## config.mk

```make
export PLATFORM = sky130hd
export DESIGN_NAME = dbm_pin_mux
export DESIGN_NICKNAME = d
export VERILOG_FILES = /design/src/verilog/dbm_pkg.sv /design/src/verilog/dbm_pin_mux.sv
export SDC_FILE = /design/constraint.sdc
export NUM_CORES = 1
export LEC_CHECK = 0
export BUFFER_PORTS_ARGS = -buffer_cell sky130_fd_sc_hd__buf_2
export CORE_MARGIN = 4
export CORE_UTILIZATION = 45
export DETAILED_ROUTE_END_ITERATION = 6
export GPL_TIMING_DRIVEN = 0
export PLACE_DENSITY = 0.83
export SETUP_SLACK_MARGIN = 0.2
export SLEW_MARGIN = 20
export SYNTH_ARGS = -nofsm -noshare
export SYNTH_HDL_FRONTEND = slang
export SYNTH_SLANG_ARGS = --single-unit
```

## constraint.sdc

```tcl
create_clock -name clk -period 1.46 [get_ports clk]
set_input_delay 0.073 -clock clk [delete_from_list [all_inputs] [get_ports clk]]
set_output_delay 0.073 -clock clk [all_outputs]
set_load 0.005 [all_outputs]
```

## src/verilog/dbm_pkg.sv

```systemverilog
// Package of constants and carrier types for the data-bus pin function mux
package dbm_pkg;

  // ****************************************
  // Pin slice and positions
  // ****************************************
  localparam int unsigned LO_PIN = 5;
  localparam int unsigned HI_PIN = 13;
  localparam int unsigned NPINS = 9;
  localparam int unsigned IDX_CRC = 0;
  localparam int unsigned IDX_BYTESW = 4;
  localparam int unsigned IDX_SDI = 5;
  localparam int unsigned IDX_SERIAL_OUT_SECONDARY = 6;
  localparam int unsigned IDX_SERIAL_OUT_PRIMARY = 7;
  localparam int unsigned IDX_OS0 = 8;

  // ****************************************
  // Reset values and encodings
  // ****************************************
  localparam logic [1:0] RNG_SOFTWARE = 2'h0;
  localparam logic [8:0] OE_N_RST = 9'h1ff;
  localparam logic [8:0] DOUT_RST = 9'h000;
  localparam logic [8:0] BYTE_DATA_MASK = 9'h007;
  localparam logic [8:0] ALL_MASK = 9'h1ff;
  localparam logic [8:0] NONE_MASK = 9'h000;
  localparam logic STRAP_RST = 1'h0;

  // ****************************************
  // Mode encoding, one-hot
  // ****************************************
  typedef enum logic [5:0] {
    MODE_SW_PAR = 6'h01,
    MODE_HW_PAR = 6'h02,
    MODE_SW_BYTE = 6'h04,
    MODE_HW_BYTE = 6'h08,
    MODE_SW_SER = 6'h10,
    MODE_HW_SER = 6'h20
  } dbm_mode_t;

  // ****************************************
  // Latched strap set
  // ****************************************
  typedef struct packed {
    logic iface_kind;
    logic [1:0] range_sel;
    logic byte_sel;
    logic crc_append;
    logic single_line;
    logic os_bit0;
  } dbm_straps_t;

  // ****************************************
  // Serial output pair and CRC phase bit from the core
  // ****************************************
  typedef struct packed {
    logic primary;
    logic secondary;
    logic crc_phase;
  } dbm_serout_t;

endpackage : dbm_pkg

```

## src/verilog/dbm_pin_mux.sv

```systemverilog
// Pin function mux for data-bus bits 5 to 13
`timescale 1ns/100ps

// Functional notes
// - Software parallel: pins take write data, drive read data.
// - Hardware parallel or byte: used pins are read-only outputs, writes ignored.
// - Software byte: bits 5 to 7 carry write and read data.
// - Hardware byte: bits 5 to 7 only drive read data.
// - Serial: bit 5 is CRC-enable strap, caught at full-reset release.
// - CRC strap high appends one CRC word after last result; low sends none.
// - Interface strap high: bit 9 caught at reset, high byte, low serial.
// - After capture, bit 9 changes are ignored until next full reset.
// - Software serial: bit 10 is the serial programming input.
// - Serial: bit 11 drives secondary serial output line.
// - Serial: bit 12 drives primary serial output line.
// - Hardware serial: bit 13 is oversampling bit 0, caught at reset release.
// - Interface strap latched at full reset: low parallel, high serial or byte.
// - Range straps latched at full reset: 00 software, else hardware.
// - Single-line strap: low uses primary only, high both lines.
module dbm_pin_mux (
  // Clock and synchronous reset
  input wire logic clk,
  input wire logic rst_n,
  // Strap pins from outside
  input wire logic interface_kind_strap,
  input wire logic [1:0] control_range_straps,
  input wire logic single_line_output_strap,
  // Pads of bits 5 to 13
  input wire logic [8:0] pin_in,
  output logic [8:0] pin_out,
  output logic [8:0] pin_oe_n,
  // Parallel access strobes from the access decoder
  input wire logic rd_active,
  input wire logic wr_active,
  input wire logic [8:0] rd_data,
  // Serial engine side
  input wire dbm_pkg::dbm_serout_t ser_out,
  input wire logic ser_oe,
  input wire logic last_result_done,
  // Results toward the core
  output logic [8:0] wr_data_ff,
  output logic wr_strobe_ff,
  output logic serial_program_in_ff,
  output logic crc_word_req_ff,
  output logic secondary_line_en_ff,
  output logic oversample_sel_bit0_ff,
  output logic crc_append_strap_ff,
  output logic [5:0] mode_ff
);

  // ****************************************
  // Input synchronisers
  // ****************************************
  logic [8:0] pin_s1_ff;
  logic [8:0] pin_s2_ff;
  logic [3:0] strap_s1_ff;
  logic [3:0] strap_s2_ff;
  logic rst_seen_ff;
  logic strap_done_ff;
  dbm_pkg::dbm_straps_t straps_ff;
  dbm_pkg::dbm_mode_t mode_cur_ff;
  dbm_pkg::dbm_mode_t nxt_mode;
  logic [8:0] nxt_oe_n;
  logic [8:0] nxt_out;
  logic [8:0] in_mask;
  logic ser_mode;

  // Two flip-flops on every pad of the slice
  always_ff @(posedge clk) begin
    pin_s1_ff <= pin_in;
    pin_s2_ff <= pin_s1_ff;
  end

  // Two flip-flops on the dedicated strap pins
  always_ff @(posedge clk) begin
    strap_s1_ff <= {interface_kind_strap, control_range_straps, single_line_output_strap};
    strap_s2_ff <= strap_s1_ff;
  end

  // ****************************************
  // Strap capture at reset release
  // ****************************************
  // Marks the first cycle after reset is released
  always_ff @(posedge clk) begin
    if (!rst_n) begin
      rst_seen_ff <= 1'b0;
    end else begin
      rst_seen_ff <= 1'b1;
    end
  end

  // Straps are settled one cycle after capture, pads may then drive
  always_ff @(posedge clk) begin
    if (!rst_n) begin
      strap_done_ff <= 1'b0;
    end else begin
      strap_done_ff <= rst_seen_ff;
    end
  end

  // Latch straps once, then hold until next full reset
  always_ff @(posedge clk) begin
    if (!rst_n) begin
      straps_ff <= '0;
    end else if (!rst_seen_ff) begin
      straps_ff.iface_kind <= strap_s2_ff[3];
      straps_ff.range_sel <= strap_s2_ff[2:1];
      straps_ff.single_line <= strap_s2_ff[0];
      straps_ff.byte_sel <= strap_s2_ff[3] & pin_s2_ff[dbm_pkg::IDX_BYTESW];
      straps_ff.crc_append <= pin_s2_ff[dbm_pkg::IDX_CRC];
      straps_ff.os_bit0 <= pin_s2_ff[dbm_pkg::IDX_OS0];
    end
  end

  // ****************************************
  // Mode decode
  // ****************************************
  // Interface and control kind give one of six modes
  always_comb begin
    if (!straps_ff.iface_kind) begin
      nxt_mode = (straps_ff.range_sel == dbm_pkg::RNG_SOFTWARE) ?
                 dbm_pkg::MODE_SW_PAR : dbm_pkg::MODE_HW_PAR;
    end else if (straps_ff.byte_sel) begin
      nxt_mode = (straps_ff.range_sel == dbm_pkg::RNG_SOFTWARE) ?
                 dbm_pkg::MODE_SW_BYTE : dbm_pkg::MODE_HW_BYTE;
    end else begin
      nxt_mode = (straps_ff.range_sel == dbm_pkg::RNG_SOFTWARE) ?
                 dbm_pkg::MODE_SW_SER : dbm_pkg::MODE_HW_SER;
    end
  end

  // Mode register, follows the latched straps
  always_ff @(posedge clk) begin
    if (!rst_n) begin
      mode_cur_ff <= dbm_pkg::MODE_SW_PAR;
    end else begin
      mode_cur_ff <= nxt_mode;
    end
  end

  // Either serial mode, shared by the CRC and second-line outputs
  always_comb begin
    ser_mode = (mode_cur_ff == dbm_pkg::MODE_SW_SER) || (mode_cur_ff == dbm_pkg::MODE_HW_SER);
  end

  // ****************************************
  // Pin direction and output data
  // ****************************************
  always_comb begin
    nxt_oe_n = dbm_pkg::OE_N_RST;
    nxt_out = dbm_pkg::DOUT_RST;
    in_mask = dbm_pkg::NONE_MASK;
    unique case (mode_cur_ff)
      dbm_pkg::MODE_SW_PAR: begin
        in_mask = dbm_pkg::ALL_MASK;
        if (rd_active) begin
          nxt_oe_n = ~dbm_pkg::ALL_MASK;
          nxt_out = rd_data;
        end
      end
      dbm_pkg::MODE_HW_PAR: begin
        if (rd_active) begin
          nxt_oe_n = ~dbm_pkg::ALL_MASK;
          nxt_out = rd_data;
        end
      end
      dbm_pkg::MODE_SW_BYTE: begin
        in_mask = dbm_pkg::BYTE_DATA_MASK;
        if (rd_active) begin
          nxt_oe_n = ~dbm_pkg::BYTE_DATA_MASK;
          nxt_out = rd_data & dbm_pkg::BYTE_DATA_MASK;
        end
      end
      dbm_pkg::MODE_HW_BYTE: begin
        if (rd_active) begin
          nxt_oe_n = ~dbm_pkg::BYTE_DATA_MASK;
          nxt_out = rd_data & dbm_pkg::BYTE_DATA_MASK;
        end
      end
      dbm_pkg::MODE_SW_SER, dbm_pkg::MODE_HW_SER: begin
        if (ser_oe) begin
          nxt_oe_n[dbm_pkg::IDX_SERIAL_OUT_PRIMARY] = 1'b0;
          nxt_out[dbm_pkg::IDX_SERIAL_OUT_PRIMARY] = ser_out.primary;
          if (straps_ff.single_line) begin
            nxt_oe_n[dbm_pkg::IDX_SERIAL_OUT_SECONDARY] = 1'b0;
            nxt_out[dbm_pkg::IDX_SERIAL_OUT_SECONDARY] = ser_out.secondary;
          end
        end
      end
      default: begin
        nxt_oe_n = dbm_pkg::OE_N_RST;
      end
    endcase
  end

  // ****************************************
  // Registered pad drivers
  // ****************************************
  // Pad enables, all off in reset and until the straps are settled
  always_ff @(posedge clk) begin
    if (!rst_n || !strap_done_ff) begin
      pin_oe_n <= dbm_pkg::OE_N_RST;
    end else begin
      pin_oe_n <= nxt_oe_n;
    end
  end

  // Pad data, cleared together with the enables
  always_ff @(posedge clk) begin
    if (!rst_n || !strap_done_ff) begin
      pin_out <= dbm_pkg::DOUT_RST;
    end else begin
      pin_out <= nxt_out;
    end
  end

  // ****************************************
  // Write capture and serial input
  // ****************************************
  // Write strobe only in software parallel and byte modes
  always_ff @(posedge clk) begin
    if (!rst_n) begin
      wr_strobe_ff <= 1'b0;
    end else begin
      wr_strobe_ff <= wr_active && (in_mask != dbm_pkg::NONE_MASK) && strap_done_ff;
    end
  end

  // Write data masked to the pins that take writes in this mode
  always_ff @(posedge clk) begin
    if (!rst_n) begin
      wr_data_ff <= dbm_pkg::DOUT_RST;
    end else if (wr_active) begin
      wr_data_ff <= pin_s2_ff & in_mask;
    end
  end

  // ****************************************
  // Serial programming input
  // ****************************************
  // Serial programming line only in software serial mode
  always_ff @(posedge clk) begin
    if (!rst_n) begin
      serial_program_in_ff <= 1'b0;
    end else begin
      serial_program_in_ff <= (mode_cur_ff == dbm_pkg::MODE_SW_SER) &&
                              pin_s2_ff[dbm_pkg::IDX_SDI];
    end
  end

  // ****************************************
  // Strap-driven outputs
  // ****************************************
  // CRC enable strap shown only in serial modes
  always_ff @(posedge clk) begin
    if (!rst_n) begin
      crc_append_strap_ff <= dbm_pkg::STRAP_RST;
    end else begin
      crc_append_strap_ff <= straps_ff.crc_append && ser_mode;
    end
  end

  // Second serial line enable shown only in serial modes
  always_ff @(posedge clk) begin
    if (!rst_n) begin
      secondary_line_en_ff <= dbm_pkg::STRAP_RST;
    end else begin
      secondary_line_en_ff <= straps_ff.single_line && ser_mode;
    end
  end

  // Oversampling bit 0 shown only in hardware serial mode
  always_ff @(posedge clk) begin
    if (!rst_n) begin
      oversample_sel_bit0_ff <= dbm_pkg::STRAP_RST;
    end else begin
      oversample_sel_bit0_ff <= straps_ff.os_bit0 &&
                                (mode_cur_ff == dbm_pkg::MODE_HW_SER);
    end
  end

  // ****************************************
  // CRC request and mode outputs
  // ****************************************
  // CRC word follows the last result only with the strap set
  always_ff @(posedge clk) begin
    if (!rst_n) begin
      crc_word_req_ff <= 1'b0;
    end else begin
      crc_word_req_ff <= last_result_done && straps_ff.crc_append && ser_mode;
    end
  end

  // Registered copy of the decoded mode for the core
  always_ff @(posedge clk) begin
    if (!rst_n) begin
      mode_ff <= dbm_pkg::MODE_SW_PAR;
    end else begin
      mode_ff <= mode_cur_ff;
    end
  end

endmodule : dbm_pin_mux

```

==> metrics.txt <==
least setup slack across all paths after layout -0.175 ns; Post-Synthesis Cell Area ~2400 um2; type of the worst setup path register to register; Area after DPL around 2800 um2; Die Outline Area ~6500 um2; min-delay worst type primary input to register; Worst Hold Slack 0.0238 ns; Static Leak 1.57 nW; post-synth top area share 0.642; FF-to-FF setup slack -0.17 ns; Clock Pin Slew Worst Setup and Hold Paths 0.07 ns; unrepaired setup endpoints after global routing yes; clock tree from TritonCTS done; Starting Density 0.464; share of total power consumed by net switching 0.224; P&R area growth vs syn 50.0%; die boundary width roughly 81 um; startpoint of the most critical setup path mode_cur_ff[2]$_SDFF_PN0_; final weighted congestion in routability-driven placement 0.717; share of total power in sequential cells 0.521; Reg-to-Reg Start mode_cur_ff[2]$_SDFF_PN0_; wire length of the first global-routing pass 8.63 mm; CP max stage cell or4_4; Clock Latency Late Sink about 0.33 ns; I/O pins 70; most area-consuming cells after synthesis dfxtp_1, and2_1, o32ai_1; vias after detailed routing 1905; final worst clock skew a little over 0.008 ns; Post-Layout Inst Area 3560 um2; total CTS buffers 9; type of element capturing the critical path register; sum of overflow across all layers after global routing 0; crit-path max cell delay 0.51 ns; count of buffering cells on the critical path with inverters included 2; period utilization 1.12; HPWL after DPL 3.23 mm; Slew Limit Fails 0; Antenna Violating Nets Remaining 0; internal power summed over all cells 3.27 mW; Synth Register Bits 76; number of distinct library cells after synthesis 36; Clock Tree Root clkbuf_8; cell accounting for the most synthesized area dfxtp_1; worst path arrival time 1.91 ns; iteration count of the initial detailed-routing pass 4; proportion of power drawn by the clock network 0.375; Placeable Area roughly 5100 um2; maximum fanout along the worst path 8; Layout Nets 355; # H-tree levels 3; final setup fails 15; final hold violations 0; violated checks setup timing; proportion of synthesized chip area in sequential cells 0.642; final antenna diode count 0; initial antenna violation count 0; final routed DRC violation total 0; final-layout setup total negative slack -1.89 ns; die boundary height 80.6 um; number of buffers on the longest clock path 2; total power between 4 and 5 mW; Power Dens Cells 1190 nW/um2; worst endpoint required time roughly 1.7 ns; startpoint class of the critical path register; worst slew slack as a fraction of its limit 0.613; final wirelength 5.59 mm; post-DR wirelength/cell 14.0 um; filler-free cell count of the finished design approximately 400; placed instance count 346; Fill cells ~360; count of mapped cells out of synthesis 209; Worst Setup Slack post-DPL -0.169 ns; drt via density between 4 and 5; IO buf count 67; kind of cell adding the most delay to the critical path simple AND/OR/NAND/NOR gates; Iteration-0 DRC Markers 106; FP Rows 26; Avg Cell Area, Syn about 11 um2; worst-margin pin slew 0.581 ns; start point of the worst hold path last_result_done; critical path cell sequence buf_6 -> or4_4 -> buf_8 -> nor4_4 -> and2_1; share of total power in combinational logic 0.104; via count of the first global-routing pass 1916; IR drop worst, VDD 0.737 mV; Yosys warnings 0; proportion of layout cells with a drive suffix above 1 0.407; max capacitance violation total 0; GRT Overall Usage 0.174; run status finished with violations; number of sinks handled by clock tree synthesis 76; total net switching power 946 uW; nets in the synthesized netlist 240; highest achievable clock rate 0.612 GHz; maximum number of pins on one net before global-route repair 13; Core Util, Final 0.696; minimum clock period 1.63 ns
final timing paths:
check | cells after the start | end
max reg2reg | 5 | pin_out[3]$_SDFF_PP0_
min reg2reg | 0 | pin_s2_ff[0]$_DFF_P_
min | 2 | crc_word_req_ff$_SDFF_PN0_
max | 5 | pin_out[3]$_SDFF_PP0_
what timing repair did:
action,in CTS,in global routing
pin swaps,12,9
hold buffers,24,0
hold endpoints to repair,23,0
buffers inserted,6,7
resized for setup,19,20
setup endpoints to repair,29,28
gates cloned,0,0
cell families (layout without fill, tap and decap cells):
logic type | Yosys count | after routing | share of synthesized area
XOR/XNOR | 4 | 4 | 0.0148
AND/OR/NAND/NOR | 80 | 80 | 0.206
AO/OA/AOI/OAI | 18 | 18 | 0.0581
flip-flops | 76 | 76 | 0.642
multiplexers | 5 | 5 | 0.0211
buffers and inverters | 26 | 146 | 0.0586
flip-flops by register name, summed over array words and instances, names as in the netlist, 4 cells and up:
name / flops
pin_s2_ff: 9
mode_cur_ff: 6
straps_ff: 7
strap_s1_ff: 4
strap_s2_ff: 4
mode_ff: 6
pin_oe_n: 5
pin_out: 9
pin_s1_ff: 9
wr_data_ff: 9
cells in the mapped netlist, drive strengths merged:
| master | count |
|---|---|
| and4 | 2 |
| a21oi | 3 |
| and3 | 4 |
| nor3b | 2 |
| inv | 12 |
| o211ai | 2 |
| and4b | 1 |
| nor3 | 5 |
| nor2 | 3 |
| a31oi | 1 |
| nor4b | 3 |
| buf | 9 |
| xnor2 | 2 |
| nand3 | 3 |
| a22oi | 1 |
| nand4 | 3 |
| or3 | 2 |
| and2 | 20 |
| nand3b | 1 |
| o31ai | 1 |
| clkbuf | 5 |
| nand2 | 15 |
| mux2i | 5 |
| or4 | 2 |
| xor2 | 2 |
| o32ai | 9 |
| dfxtp | 76 |
| nor4 | 4 |
| nor2b | 8 |
| nand2b | 2 |
| a211oi | 1 |
cell usage in the layout (no fill, tap or decap), types with 5 or more instances in the layout:
master / n
mux2i_1: 5
buf_6: 5
dlygate4sd3_1: 24
clkbuf_1: 5
o32ai_2: 7
dfxtp_1: 72
buf_2: 67
nor2b_1: 8
and2_1: 18
nand2_1: 14
clkbuf_8: 11
buf_4: 14
inv_1: 12
routing by layer:
metal / up-vias / wire length [um] / track usage
met3: 13 / 400 / 0.0482
met5: - / 0 / 0
met2: 72 / 2890 / 0.300
met4: 0 / 109 / 0.0828
met1: 884 / 2200 / 0.196
li1: 936 / - / -
power by group through the flow:
stage / Clock (mW) / Combinational (mW) / Sequential, mW
4_1_cts: 1.63 / 0.377 / 2.20
2_1_floorplan: 0 / 0.168 / 2.24
5_1_grt: 1.72 / 0.482 / 2.21
3_5_place_dp: 0 / 0.276 / 2.24
3_3_place_gp: 0 / 0.268 / 2.24
6_report: 1.58 / 0.440 / 2.20
final cells by class:
class	instances	area, um2	area share
well taps	70	87.6	0.0246
inverters	12	45.0	0.0127
multi-input cells	107	902	0.254
repair buffers	104	688	0.193
plain buffers	14	103	0.0288
clock inverters	4	47.5	0.0134
clock buffers	12	155	0.0436
flip-flops and latches	76	1530	0.430
(Power assumes the default switching activity.)
